### src/shared/pcd_pkg.sv
// Constants and types shared by the pin change detector design.
package pcd_pkg;

	// =========================================================
	// Geometry.
	localparam int PIN_COUNT = 6;
	localparam int DATA_W    = 32;
	localparam int ADDR_W    = 8;

	// =========================================================
	// Register offsets, byte addresses.
	localparam logic [ADDR_W-1:0] OFS_RISE_EN = 8'h00;
	localparam logic [ADDR_W-1:0] OFS_FALL_EN = 8'h04;
	localparam logic [ADDR_W-1:0] OFS_FLAGS   = 8'h08;
	localparam logic [ADDR_W-1:0] OFS_CTRL    = 8'h0C;
	localparam logic [ADDR_W-1:0] OFS_STATUS  = 8'h10;
	localparam logic [ADDR_W-1:0] OFS_MASK    = 8'h14;

	// =========================================================
	// Reset values.
	localparam logic [7:0] RESET_PIN_REG = 8'h00;
	localparam logic       RESET_BIT     = 1'b0;

	// =========================================================
	// Interrupt control field positions.
	localparam int CTRL_GIE_BIT = 7;
	localparam int CTRL_IE_BIT  = 3;
	localparam int CTRL_SUM_BIT = 0;

	// =========================================================
	// Bus slave states.
	typedef enum logic [2:0] {
		BUS_IDLE  = 3'b001,
		BUS_WRITE = 3'b010,
		BUS_READ  = 3'b100
	} pcd_bus_state_t;

endpackage

### src/hw/pcd_edge_detect.sv
// Per pin synchroniser and edge detector.
`timescale 1ns/100ps
module pcd_edge_detect #(
	parameter int WIDTH = pcd_pkg::PIN_COUNT
) (
	// Clock and reset.
	input  wire logic             clock,
	input  wire logic             rst,
	// Raw pins.
	input  wire logic [WIDTH-1:0] pin_in,
	// Edge pulses.
	output logic      [WIDTH-1:0] rise_pulse,
	output logic      [WIDTH-1:0] fall_pulse
);

	// =========================================================
	// Synchroniser and previous sample, one set per pin.
	logic [WIDTH-1:0] meta_reg;
	logic [WIDTH-1:0] sync_reg;
	logic [WIDTH-1:0] prev_reg;

	genvar i;
	generate
		for (i = 0; i < WIDTH; i++) begin : g_pin
			always_ff @(posedge clock or posedge rst) begin
				if (rst) begin
					meta_reg[i] <= 1'b0;
					sync_reg[i] <= 1'b0;
					prev_reg[i] <= 1'b0;
				end else begin
					meta_reg[i] <= pin_in[i];
					sync_reg[i] <= meta_reg[i];
					prev_reg[i] <= sync_reg[i];
				end
			end

			assign rise_pulse[i] = sync_reg[i] & ~prev_reg[i];
			assign fall_pulse[i] = ~sync_reg[i] & prev_reg[i];
		end
	endgenerate

endmodule

### src/hw/pcd_top.sv
// Pin change detector with AHB-Lite register slave.
`timescale 1ns/100ps
module pcd_top #(
	parameter int PINS = pcd_pkg::PIN_COUNT
) (
	// Clock and reset.
	input  wire logic        clock,
	input  wire logic        rst,
	// AHB-Lite slave.
	input  wire logic        hsel,
	input  wire logic [31:0] haddr,
	input  wire logic [1:0]  htrans,
	input  wire logic        hwrite,
	input  wire logic [2:0]  hsize,
	input  wire logic [31:0] hwdata,
	input  wire logic        hready,
	output logic             hreadyout,
	output logic             hresp,
	output logic      [31:0] hrdata,
	// Monitored port pins.
	input  wire logic [PINS-1:0] port_a_pin,
	// Core handshake.
	input  wire logic        core_sleep,
	output logic             core_irq_req,
	output logic             core_wake_req,
	output logic             global_irq_enable,
	// Interrupt.
	output logic             irq
);

	// =========================================================
	// Declarations.
	pcd_pkg::pcd_bus_state_t state_reg;
	pcd_pkg::pcd_bus_state_t state_next;

	logic [pcd_pkg::ADDR_W-1:0] addr_reg;
	logic                       hreadyout_reg;
	logic [31:0]                hrdata_reg;
	logic                       hresp_reg;

	logic [PINS-1:0] rise_en_reg;
	logic [PINS-1:0] fall_en_reg;
	logic [PINS-1:0] flags_reg;
	logic [PINS-1:0] flags_next;
	logic            ie_reg;
	logic            ie_next;
	logic            gie_reg;
	logic [PINS-1:0] status_reg;
	logic [PINS-1:0] status_next;
	logic [PINS-1:0] mask_reg;
	logic [PINS-1:0] mask_next;

	logic            irq_reg;
	logic            core_irq_reg;
	logic            wake_reg;

	logic [PINS-1:0] rise_pulse;
	logic [PINS-1:0] fall_pulse;
	logic [PINS-1:0] qual_edge;

	logic            accept;
	logic            wr_phase;
	logic            wr_rise;
	logic            wr_fall;
	logic            wr_flags;
	logic            wr_ctrl;
	logic            wr_status;
	logic            wr_mask;
	logic            summary;

	// =========================================================
	// Edge detection.
	pcd_edge_detect #(
		.WIDTH      (PINS)
	) u_edge (
		.clock      (clock),
		.rst        (rst),
		.pin_in     (port_a_pin),
		.rise_pulse (rise_pulse),
		.fall_pulse (fall_pulse)
	);

	assign qual_edge = (rise_pulse & rise_en_reg)
		| (fall_pulse & fall_en_reg);

	// Summary is OR of pin flags.
	assign summary = |flags_reg;

	// =========================================================
	// Bus slave.
	assign accept   = hsel & htrans[1] & hready;
	assign wr_phase = (state_reg == pcd_pkg::BUS_WRITE);
	assign wr_rise  = wr_phase & (addr_reg == pcd_pkg::OFS_RISE_EN);
	assign wr_fall  = wr_phase & (addr_reg == pcd_pkg::OFS_FALL_EN);
	assign wr_flags = wr_phase & (addr_reg == pcd_pkg::OFS_FLAGS);
	assign wr_ctrl  = wr_phase & (addr_reg == pcd_pkg::OFS_CTRL);
	assign wr_status = wr_phase & (addr_reg == pcd_pkg::OFS_STATUS);
	assign wr_mask  = wr_phase & (addr_reg == pcd_pkg::OFS_MASK);

	always_comb begin
		state_next = pcd_pkg::BUS_IDLE;
		case (state_reg)
			pcd_pkg::BUS_IDLE,
			pcd_pkg::BUS_WRITE: begin
				if (accept & hwrite) begin
					state_next = pcd_pkg::BUS_WRITE;
				end else if (accept) begin
					state_next = pcd_pkg::BUS_READ;
				end
			end
			pcd_pkg::BUS_READ: begin
				state_next = pcd_pkg::BUS_IDLE;
			end
			default: begin
				state_next = pcd_pkg::BUS_IDLE;
			end
		endcase
	end

	always_ff @(posedge clock or posedge rst) begin
		if (rst) begin
			state_reg <= pcd_pkg::BUS_IDLE;
		end else begin
			state_reg <= state_next;
		end
	end

	always_ff @(posedge clock or posedge rst) begin
		if (rst) begin
			addr_reg <= '0;
		end else if (accept) begin
			addr_reg <= haddr[pcd_pkg::ADDR_W-1:0];
		end
	end

	always_ff @(posedge clock or posedge rst) begin
		if (rst) begin
			hreadyout_reg <= 1'b1;
			hresp_reg     <= 1'b0;
		end else begin
			hreadyout_reg <= (state_next != pcd_pkg::BUS_READ);
			hresp_reg     <= 1'b0;
		end
	end

	// Read data is loaded in the wait state, after any write.
	function automatic logic [31:0] pad(input logic [PINS-1:0] v);
		pad = {{(32 - PINS){1'b0}}, v};
	endfunction

	// Unused upper bits read as zero.
	always_ff @(posedge clock or posedge rst) begin
		if (rst) begin
			hrdata_reg <= 32'h0000_0000;
		end else if (state_reg == pcd_pkg::BUS_READ) begin
			case (addr_reg)
				pcd_pkg::OFS_RISE_EN: hrdata_reg <= pad(rise_en_reg);
				pcd_pkg::OFS_FALL_EN: hrdata_reg <= pad(fall_en_reg);
				pcd_pkg::OFS_FLAGS:   hrdata_reg <= pad(flags_reg);
				pcd_pkg::OFS_CTRL: begin
					hrdata_reg <= 32'h0000_0000;
					hrdata_reg[pcd_pkg::CTRL_GIE_BIT] <= gie_reg;
					hrdata_reg[pcd_pkg::CTRL_IE_BIT]  <= ie_reg;
					hrdata_reg[pcd_pkg::CTRL_SUM_BIT] <= summary;
				end
				pcd_pkg::OFS_STATUS:  hrdata_reg <= pad(status_reg);
				pcd_pkg::OFS_MASK:    hrdata_reg <= pad(mask_reg);
				default:              hrdata_reg <= 32'h0000_0000;
			endcase
		end
	end

	assign hreadyout = hreadyout_reg;
	assign hresp     = hresp_reg;
	assign hrdata    = hrdata_reg;

	// =========================================================
	// Edge enable registers.
	// Enables reset to zero.
	always_ff @(posedge clock or posedge rst) begin
		if (rst) begin
			rise_en_reg <= pcd_pkg::RESET_PIN_REG[PINS-1:0];
		end else if (wr_rise) begin
			rise_en_reg <= hwdata[PINS-1:0];
		end
	end

	always_ff @(posedge clock or posedge rst) begin
		if (rst) begin
			fall_en_reg <= pcd_pkg::RESET_PIN_REG[PINS-1:0];
		end else if (wr_fall) begin
			fall_en_reg <= hwdata[PINS-1:0];
		end
	end

	// =========================================================
	// Pin change flags.
	// Hardware set wins over a write.
	// Flags set whatever the master enable.
	always_comb begin
		flags_next = flags_reg;
		// Software can only clear flags; a written one keeps the flag.
		if (wr_flags) begin
			flags_next = flags_reg & hwdata[PINS-1:0];
		end
		flags_next = flags_next | qual_edge;
	end

	always_ff @(posedge clock or posedge rst) begin
		if (rst) begin
			flags_reg <= pcd_pkg::RESET_PIN_REG[PINS-1:0];
		end else begin
			flags_reg <= flags_next;
		end
	end

	// =========================================================
	// Interrupt control register.
	// Master and global enable bits.
	assign ie_next = wr_ctrl ? hwdata[pcd_pkg::CTRL_IE_BIT] : ie_reg;

	always_ff @(posedge clock or posedge rst) begin
		if (rst) begin
			ie_reg  <= pcd_pkg::RESET_BIT;
			gie_reg <= pcd_pkg::RESET_BIT;
		end else begin
			ie_reg <= ie_next;
			if (wr_ctrl) begin
				gie_reg <= hwdata[pcd_pkg::CTRL_GIE_BIT];
			end
		end
	end

	// =========================================================
	// Core request and wake.
	// Request while summary and master set.
	// Wake only once the flag is stored.
	always_ff @(posedge clock or posedge rst) begin
		if (rst) begin
			core_irq_reg <= 1'b0;
			wake_reg     <= 1'b0;
		end else begin
			core_irq_reg <= ie_next & (|flags_next);
			wake_reg     <= core_sleep & ie_next & (|flags_next);
		end
	end

	assign core_irq_req      = core_irq_reg;
	assign core_wake_req     = wake_reg;
	assign global_irq_enable = gie_reg;

	// =========================================================
	// Sticky event status, mask and interrupt line.
	always_comb begin
		status_next = status_reg;
		if (wr_status) begin
			status_next = status_reg & ~hwdata[PINS-1:0];
		end
		status_next = status_next | qual_edge;
	end

	assign mask_next = wr_mask ? hwdata[PINS-1:0] : mask_reg;

	always_ff @(posedge clock or posedge rst) begin
		if (rst) begin
			status_reg <= pcd_pkg::RESET_PIN_REG[PINS-1:0];
			mask_reg   <= pcd_pkg::RESET_PIN_REG[PINS-1:0];
			irq_reg    <= 1'b0;
		end else begin
			status_reg <= status_next;
			mask_reg   <= mask_next;
			irq_reg    <= |(status_next & mask_next);
		end
	end

	assign irq = irq_reg;
endmodule

### config.mk
export PLATFORM = sky130hd
export DESIGN_NAME = pcd_top
export DESIGN_NICKNAME = d
export VERILOG_FILES = /design/src/shared/pcd_pkg.sv /design/src/hw/pcd_edge_detect.sv /design/src/hw/pcd_top.sv
export SDC_FILE = /design/constraint.sdc
export NUM_CORES = 1
export LEC_CHECK = 0
export ABC_AREA = 1
export BUFFER_PORTS_ARGS = -buffer_cell sky130_fd_sc_hd__buf_4
export CAP_MARGIN = 40
export CORE_UTILIZATION = 30
export DETAILED_ROUTE_END_ITERATION = 8
export MAX_ROUTING_LAYER = met4
export PLACE_DENSITY = 0.49
export SLEW_MARGIN = 20
export SYNTH_ARGS = -nofsm -noshare
export SYNTH_HDL_FRONTEND = slang
export SYNTH_SLANG_ARGS = --single-unit
### constraint.sdc
create_clock -name clock -period 2.8 [get_ports clock]
set_clock_uncertainty 0.05 [all_clocks]
set_input_delay 0.42 -clock clock [delete_from_list [all_inputs] [get_ports clock]]
set_output_delay 0.42 -clock clock [all_outputs]
set_load 0.03 [all_outputs]
==> results.md, run 1 <==
- ANT cells: 0
- Static leakage: approximately 2.0 nW
- Clock Path Buffers: 2
- Largest register FFs: 8
- Post CTS Setup Buffer Count: 0
- CP top delay family: simple AND/OR/NAND/NOR gates
- CP max FO: 14
- Total power: 2.26 mW
- Netlist cell types: 28
- Row count: 37
- Top cell by count, worst path: nand2_1
- Tot GR Track Use: around 15%
- Root Buffer Master: clkbuf_8
- Gpl congestion: slightly below 0.8
- Endpoints failing hold: 0
- Post-CTS Resized: 0
- PortBufs: 39
- TritonCTS clock tree: done
- Slowest-stage cell, CP: nand3_1
- Number of cells on the critical path: 10
- Core footprint: between 10000 and 15000 sq um
- Seq/Total Area, Yosys: 54.5%
- RR Startpoint: state_reg[2]
- Clk sink count: 72
- DRT antenna net count: 0
- Die X: about 110 um
- Fill count: about 1100
- Met1 Usage GRT: a little under 20%
- Pre-antenna DRT Iters: 4
- Switching share of power: approximately 27%
- Drt drc: 0
- Actual slew at the worst max-slew pin: ~690 ps
- Switching power: slightly above 600 uW
- Commonest non-fill, non-tap cell in the layout: nand2_1
- Hold_buf cts: 0
- Final period util: between 70% and 80%
- Average size of a mapped cell: just under 9 sq um
- Worst R2R Setup Slack: 740 ps
- Detailed Route WL: 7.34 mm
- H-tree Lvls: 3
- Grt met3 use: approximately 2.2%
- Multi-input gate area: ~1200 sq um
- Total CTS buffers: 9
- Via/cell ratio: roughly 4.4
- EDFF count, synth: 0
- Logic gate share of total power: about an eighth
- Power share of the sequential group: between 40 and 50%
- Vias post-DR: 2473
- Met2 Use GR: 22.3%
- Clk network pwr share: between 30% and 40%
- Reg2reg end: irq
- Outcome: finished, final reports clean
- FF-to-FF path depth: 10
- Final setup TNS: 0 ps
- Max_slew headroom: between 50% and 60%
- Initial antenna violation count: 0
- Vias in the first global route: 2402
- Mapped Area: around 3300 sq um
- Clock slew at reported path FFs: approximately 80 ps
- Largest net degree at the start of global routing: 43
- Final setup vio count: 0
- Hold WC Path Type: primary input to asynchronous set/reset pin
- GR Overflow Total: 0
- WL per Instance: ~13 um
- Setup crit start: state_reg[2]
- Die Y: between 100 and 150 um
- Max Clk Rate: about 490 MHz
- Final #Nets: 506
- Peak VDD IR: between 0.15 and 0.2 mV
- Async set-reset flop share out of synthesis: 100%
- Layout cells sized above 1: about a fifth
- Die area: 11500 sq um
- Syn. warnings: 0
- Starting Density: about a third
- Crit path launch type: register
- Internal Power: around 1.7 mW
- Min cycle time layout: approximately 2100 ps
- CP bufs+invs: 1
- Layout area overhead: 17.0%
- Critical Path, Cell by Cell: inv_2, nand2_1, nor2_4, nand3_1, o21ai_0, nand2_1, nand2_1, nand2_1, nor2_1, nand2_1
- Worst Path Arrival: between 2000 and 2500 ps
- Global-route wire length before repair: 12.2 mm
- Dpl hpwl: 5.10 mm
- Crit path capture type: register
- Max stage delay on crit path: just under 400 ps
- Final Max Slew Viols: 0
- Required time worst endpoint: 2990 ps
- Clk_lat worst skew: about 340 ps
- Max-cap violations: 0
- Synth Instances: roughly 380
- RSZ-0062 raised after global routing: no
- Ys flop type: dfrtp_1
- Drt first-iter violations: approximately 140
- Setup crit end: irq
- FF/Latch Area: around 1800 sq um
- Pwr dens: 583 nW/um^2
- Most crowded layer after global routing: met2
- CP Class: register to register
- I/O Pins: 119
- Yosys reg bits: just over 70
- Most frequent cells in the layout: nand2_1, dfrtp_1, buf_4, inv_1, conb_1
[how the worst min path moves through the flow]
stage	from	cells after the start	end	slack, ps
2_1_floorplan	u_edge.meta_reg[0]	0	u_edge.sync_reg[0]	280
3_3_place_gp	u_edge.meta_reg[4]	0	u_edge.sync_reg[4]	280
3_5_place_dp	u_edge.meta_reg[2]	0	u_edge.sync_reg[2]	280
4_1_cts	port_a_pin[4]	1	u_edge.meta_reg[4]	110
5_1_grt	port_a_pin[4]	1	u_edge.meta_reg[4]	110
6_report	rst	2	u_edge.sync_reg[5]	130
[per-layer routing]
layer | vias up | routed length, um
li1 | 1237 | -
met1 | 1161 | 3590
met2 | 70 | 3340
met3 | 5 | 352
met4 | 0 | 55
met5 | - | 0
[Yosys cell counts (4+ instances only)]
cell / instances / area (sq um)
a21oi_1: 4 / 20.0
nand3_1: 19 / 95.1
inv_1: 36 / 135
o21ai_1: 10 / 50.1
o21ai_0: 24 / 120
buf_4: 27 / 203
a31oi_1: 6 / 37.5
nand2_1: 121 / 454
nand3_2: 8 / 80.1
nor2_1: 23 / 86.3
dfrtp_1: 70 / 1750
nor2_2: 5 / 31.3
[power by group through the flow]
stage	Clock (mW)	Combinational (mW)	Sequential [mW]
floorplan	0	0.203	1.15
global placement	0	0.273	1.14
detailed placement	0	0.277	1.14
CTS	0.887	0.277	1.12
global route	0.930	0.305	1.13
finish	0.863	0.272	1.12
[worst reg2reg max path, delay by kind of cell (launching register included)]
family,cells,cell delay (ps)
simple gates,8,1200
flops,1,370
compound gates,1,270
buf+inv,1,70
[layout make-up]
type / instances / share of cell area, %
flip-flops and latches: 72 / 46.6
multi-input cells: 262 / 31.4
repair buffers: 42 / 8.47
well taps: 136 / 4.40
clock buffers: 13 / 4.36
inverters: 38 / 3.69
clock inverters: 3 / 1.03
[per-stage QoR]
step	setup slack, ps	hold WS [ps]	utilization, %	instance area, sq um	cells
6_report	740	126	36.8	3870	566
5_1_grt	511	110	36.8	3870	566
4_1_cts	719	111	36.8	3870	566
3_5_place_dp	745	285	34.8	3660	550
3_3_place_gp	747	282	34.8	3660	550
2_1_floorplan	508	281	-	3400	404
[logic make-up after synthesis]
kind of cell / count (synthesis) / share of synthesized area, %
buf+inv: 70 / 11.5
compound gates: 45 / 7.15
simple gates: 190 / 26.3
flops: 72 / 54.5
other cells: 1 / 0.113
mux: 1 / 0.340
Note: power is estimated with default switching activity, not from simulation.
==> inputs of run 2 (changes only) <==
PLACE_DENSITY = 0.51   (was 0.49)
clock period = 1.7 ns   (was 2.8 ns; I/O delays follow)
==> run 2 against run 1 <==
Compared with the run above:
- die area is the same
- critical path depth shrank 1
- critical path type unchanged
- worst hold slack lost 110 ps
- maximum frequency grew 29%
- largest cell class unchanged
==> results.md, run 2 (synthesis results as in run 1) <==
- Required time worst endpoint: 1930 ps (was 2990 ps)
- Placed Cells: 580 (was 550)
- TritonCTS clock tree: done (unchanged)
- Total CTS buffers: 9 (unchanged)
- H-tree Lvls: 3 (unchanged)
- Tot GR Track Use: 15.3% (was 14.7%)
- Setup crit end: hrdata[0] (was irq)
- Slowest-stage cell, CP: dfrtp_1 (was nand3_1)
- Hold WC Path Type: primary input to register (was primary input to asynchronous set/reset pin)
- Commonest non-fill, non-tap cell in the layout: nand2_1 (unchanged)
- Die Y: 107 um (unchanged)
- Root Buffer Master: clkbuf_8 (unchanged)
- Clock slew at reported path FFs: 80 ps (about the same)
- Core footprint: 10500 sq um (unchanged)
- FF-to-FF path depth: 9 (was 10)
- Total power: 3.99 mW (was 2.26 mW)
- Finished Layout Cells: 609 (was 566)
- Starting Density: 31.5% (unchanged)
- Die area: 11500 sq um (unchanged)
- Peak VDD IR: 0.337 mV (was 0.187 mV)
- Final cell utilization of the core: 41.7% (was 36.8%)
- Detailed Route WL: 7.64 mm (was 7.34 mm)
- Vias post-DR: 2637 (was 2473)
- Crit path capture type: register (unchanged)
- Via/cell ratio: 4.33 (was 4.37)
- Pre-antenna DRT Iters: 4 (unchanged)
- WL per Instance: 12.6 um (was 13.0 um)
- Global-route wire length before repair: 12.7 mm (was 12.2 mm)
- Static leakage: 2.20 nW (was 1.99 nW)
- DRT antenna net count: 0 (unchanged)
- Most frequent cells in the layout: nand2_1, buf_4, dfrtp_1, inv_1, conb_1 (was nand2_1, dfrtp_1, buf_4, inv_1, conb_1)
- CP max FO: 6 (was 14)
- Final #Nets: 549 (was 506)
- Fill count: 1040 (was 1097)
- ANT cells: 0 (unchanged)
- I/O Pins: 119 (unchanged)
- Largest net degree at the start of global routing: 32 (was 43)
- Crit path launch type: register (unchanged)
- Reg2reg end: hrdata[0] (was irq)
- Outcome: finished, final reports clean (unchanged)
- Initial antenna violation count: 0 (unchanged)
- GR Overflow Total: 0 (unchanged)
- PortBufs: 39 (unchanged)
- Clk sink count: 72 (unchanged)
- Setup crit start: addr_reg[0] (was state_reg[2])
- Drt first-iter violations: 110 (was 138)
- Final period util: 93.7% (was 73.6%)
- Clock Path Buffers: 2 (unchanged)
- Vias in the first global route: 2531 (was 2402)
- Layout area overhead: 32.4% (was 17.0%)
- CP Class: register to register (unchanged)
- RSZ-0062 raised after global routing: yes (was no)
- Dpl hpwl: 5.46 mm (was 5.10 mm)
- Die X: 107 um (unchanged)
- Final setup vio count: 0 (unchanged)
- Max stage delay on crit path: 420 ps (was 390 ps)
- Row count: 37 (unchanged)
- Pwr dens: 910 nW/um^2 (was 583 nW/um^2)
- Worst Path Arrival: 1820 ps (was 2250 ps)
- Drt drc: 0 (unchanged)
- Critical Path, Cell by Cell: nor2_4, nand2_4, buf_4, nor3_4, buf_4, nand2_1, nand2_1, a21oi_1, a21oi_1 (was inv_2, nand2_1, nor2_4, nand3_1, o21ai_0, nand2_1, nand2_1, nand2_1, nor2_1, nand2_1)
- Min cycle time layout: 1590 ps (was 2060 ps)
- Gpl congestion: 0.783 (was 0.777)
- Clk_lat worst skew: 350 ps (was 340 ps)
- RR Startpoint: addr_reg[0] (was state_reg[2])
- Final Max Slew Viols: 0 (unchanged)
- Max-cap violations: 0 (unchanged)
- Largest register FFs: 8 (unchanged)
- Max Clk Rate: 628 MHz (was 485 MHz)
- Endpoints failing hold: 0 (unchanged)
- Worst R2R Setup Slack: 110 ps (was 740 ps)
- Layout cells sized above 1: 30.9% (was 19.1%)
==> run 2: cell type report <==
class                   count  area [sq um]  share of cell area [%]
clock buffers              10           138                    3.14
clock inverters             6          90.1                    2.06
inverters                  38           146                    3.34
multi-input cells         262          1310                    29.8
flip-flops and latches     72          1800                    41.2
well taps                 136           170                    3.88
repair buffers             85           726                    16.6
==> run 2: stage by stage <==
step                hold slack [ps]  setup WS [ps]  setup TNS (ps)  area, sq um
global route                   7.13          -41.4           -59.4         4380
CTS                            2.52           13.3               0         4240
floorplan                       236            207               0         3410
global placement                257           6.08               0         3940
detailed placement              256           27.7               0         3940
finish                         19.4            108               0         4380
==> run 2: critical path: cells and delay by family, from the launching register on <==
kind                   cells  cell delay [ps]
AOI/OAI and AO/OA          2              180
DFF                        1              420
and+or+nand+nor            5              520
buffers and inverters      2              350
==> run 2: how the worst min path moves through the flow <==
stage,slack [ps],cells past startpoint,from,endpoint
finish,20,2,hwrite,state_reg[2]
global route,7,2,hwrite,state_reg[2]
CTS,3,2,hwrite,state_reg[2]
detailed placement,260,2,rst,ie_reg
global placement,260,2,rst,core_irq_req
floorplan,240,0,port_a_pin[0],u_edge.meta_reg[0]
==> run 2: layer usage <==
layer / part of all wire (%) / up-vias / GRT usage (%)
met2: 46 / 75 / 23.2
li1: - / 1320 / -
met1: 47 / 1230 / 19.7
met3: 5.6 / 12 / 4.26
met4: 1.5 / 0 / 4.99
met5: 0 / - / -
==> run 2: power by group <==
part,internal [mW],total (mW),switching [mW]
sequential,1.79,1.84,0.0550
combinational,0.240,0.610,0.370
clock,0.874,1.54,0.662
==> run 2: repair_timing <==
action	4_1_cts	5_1_grt
hold buffers	7	0
hold endpoints to repair	22	0
gates resized for setup	0	39
setup endpoints to repair	0	8
buffers inserted	0	6
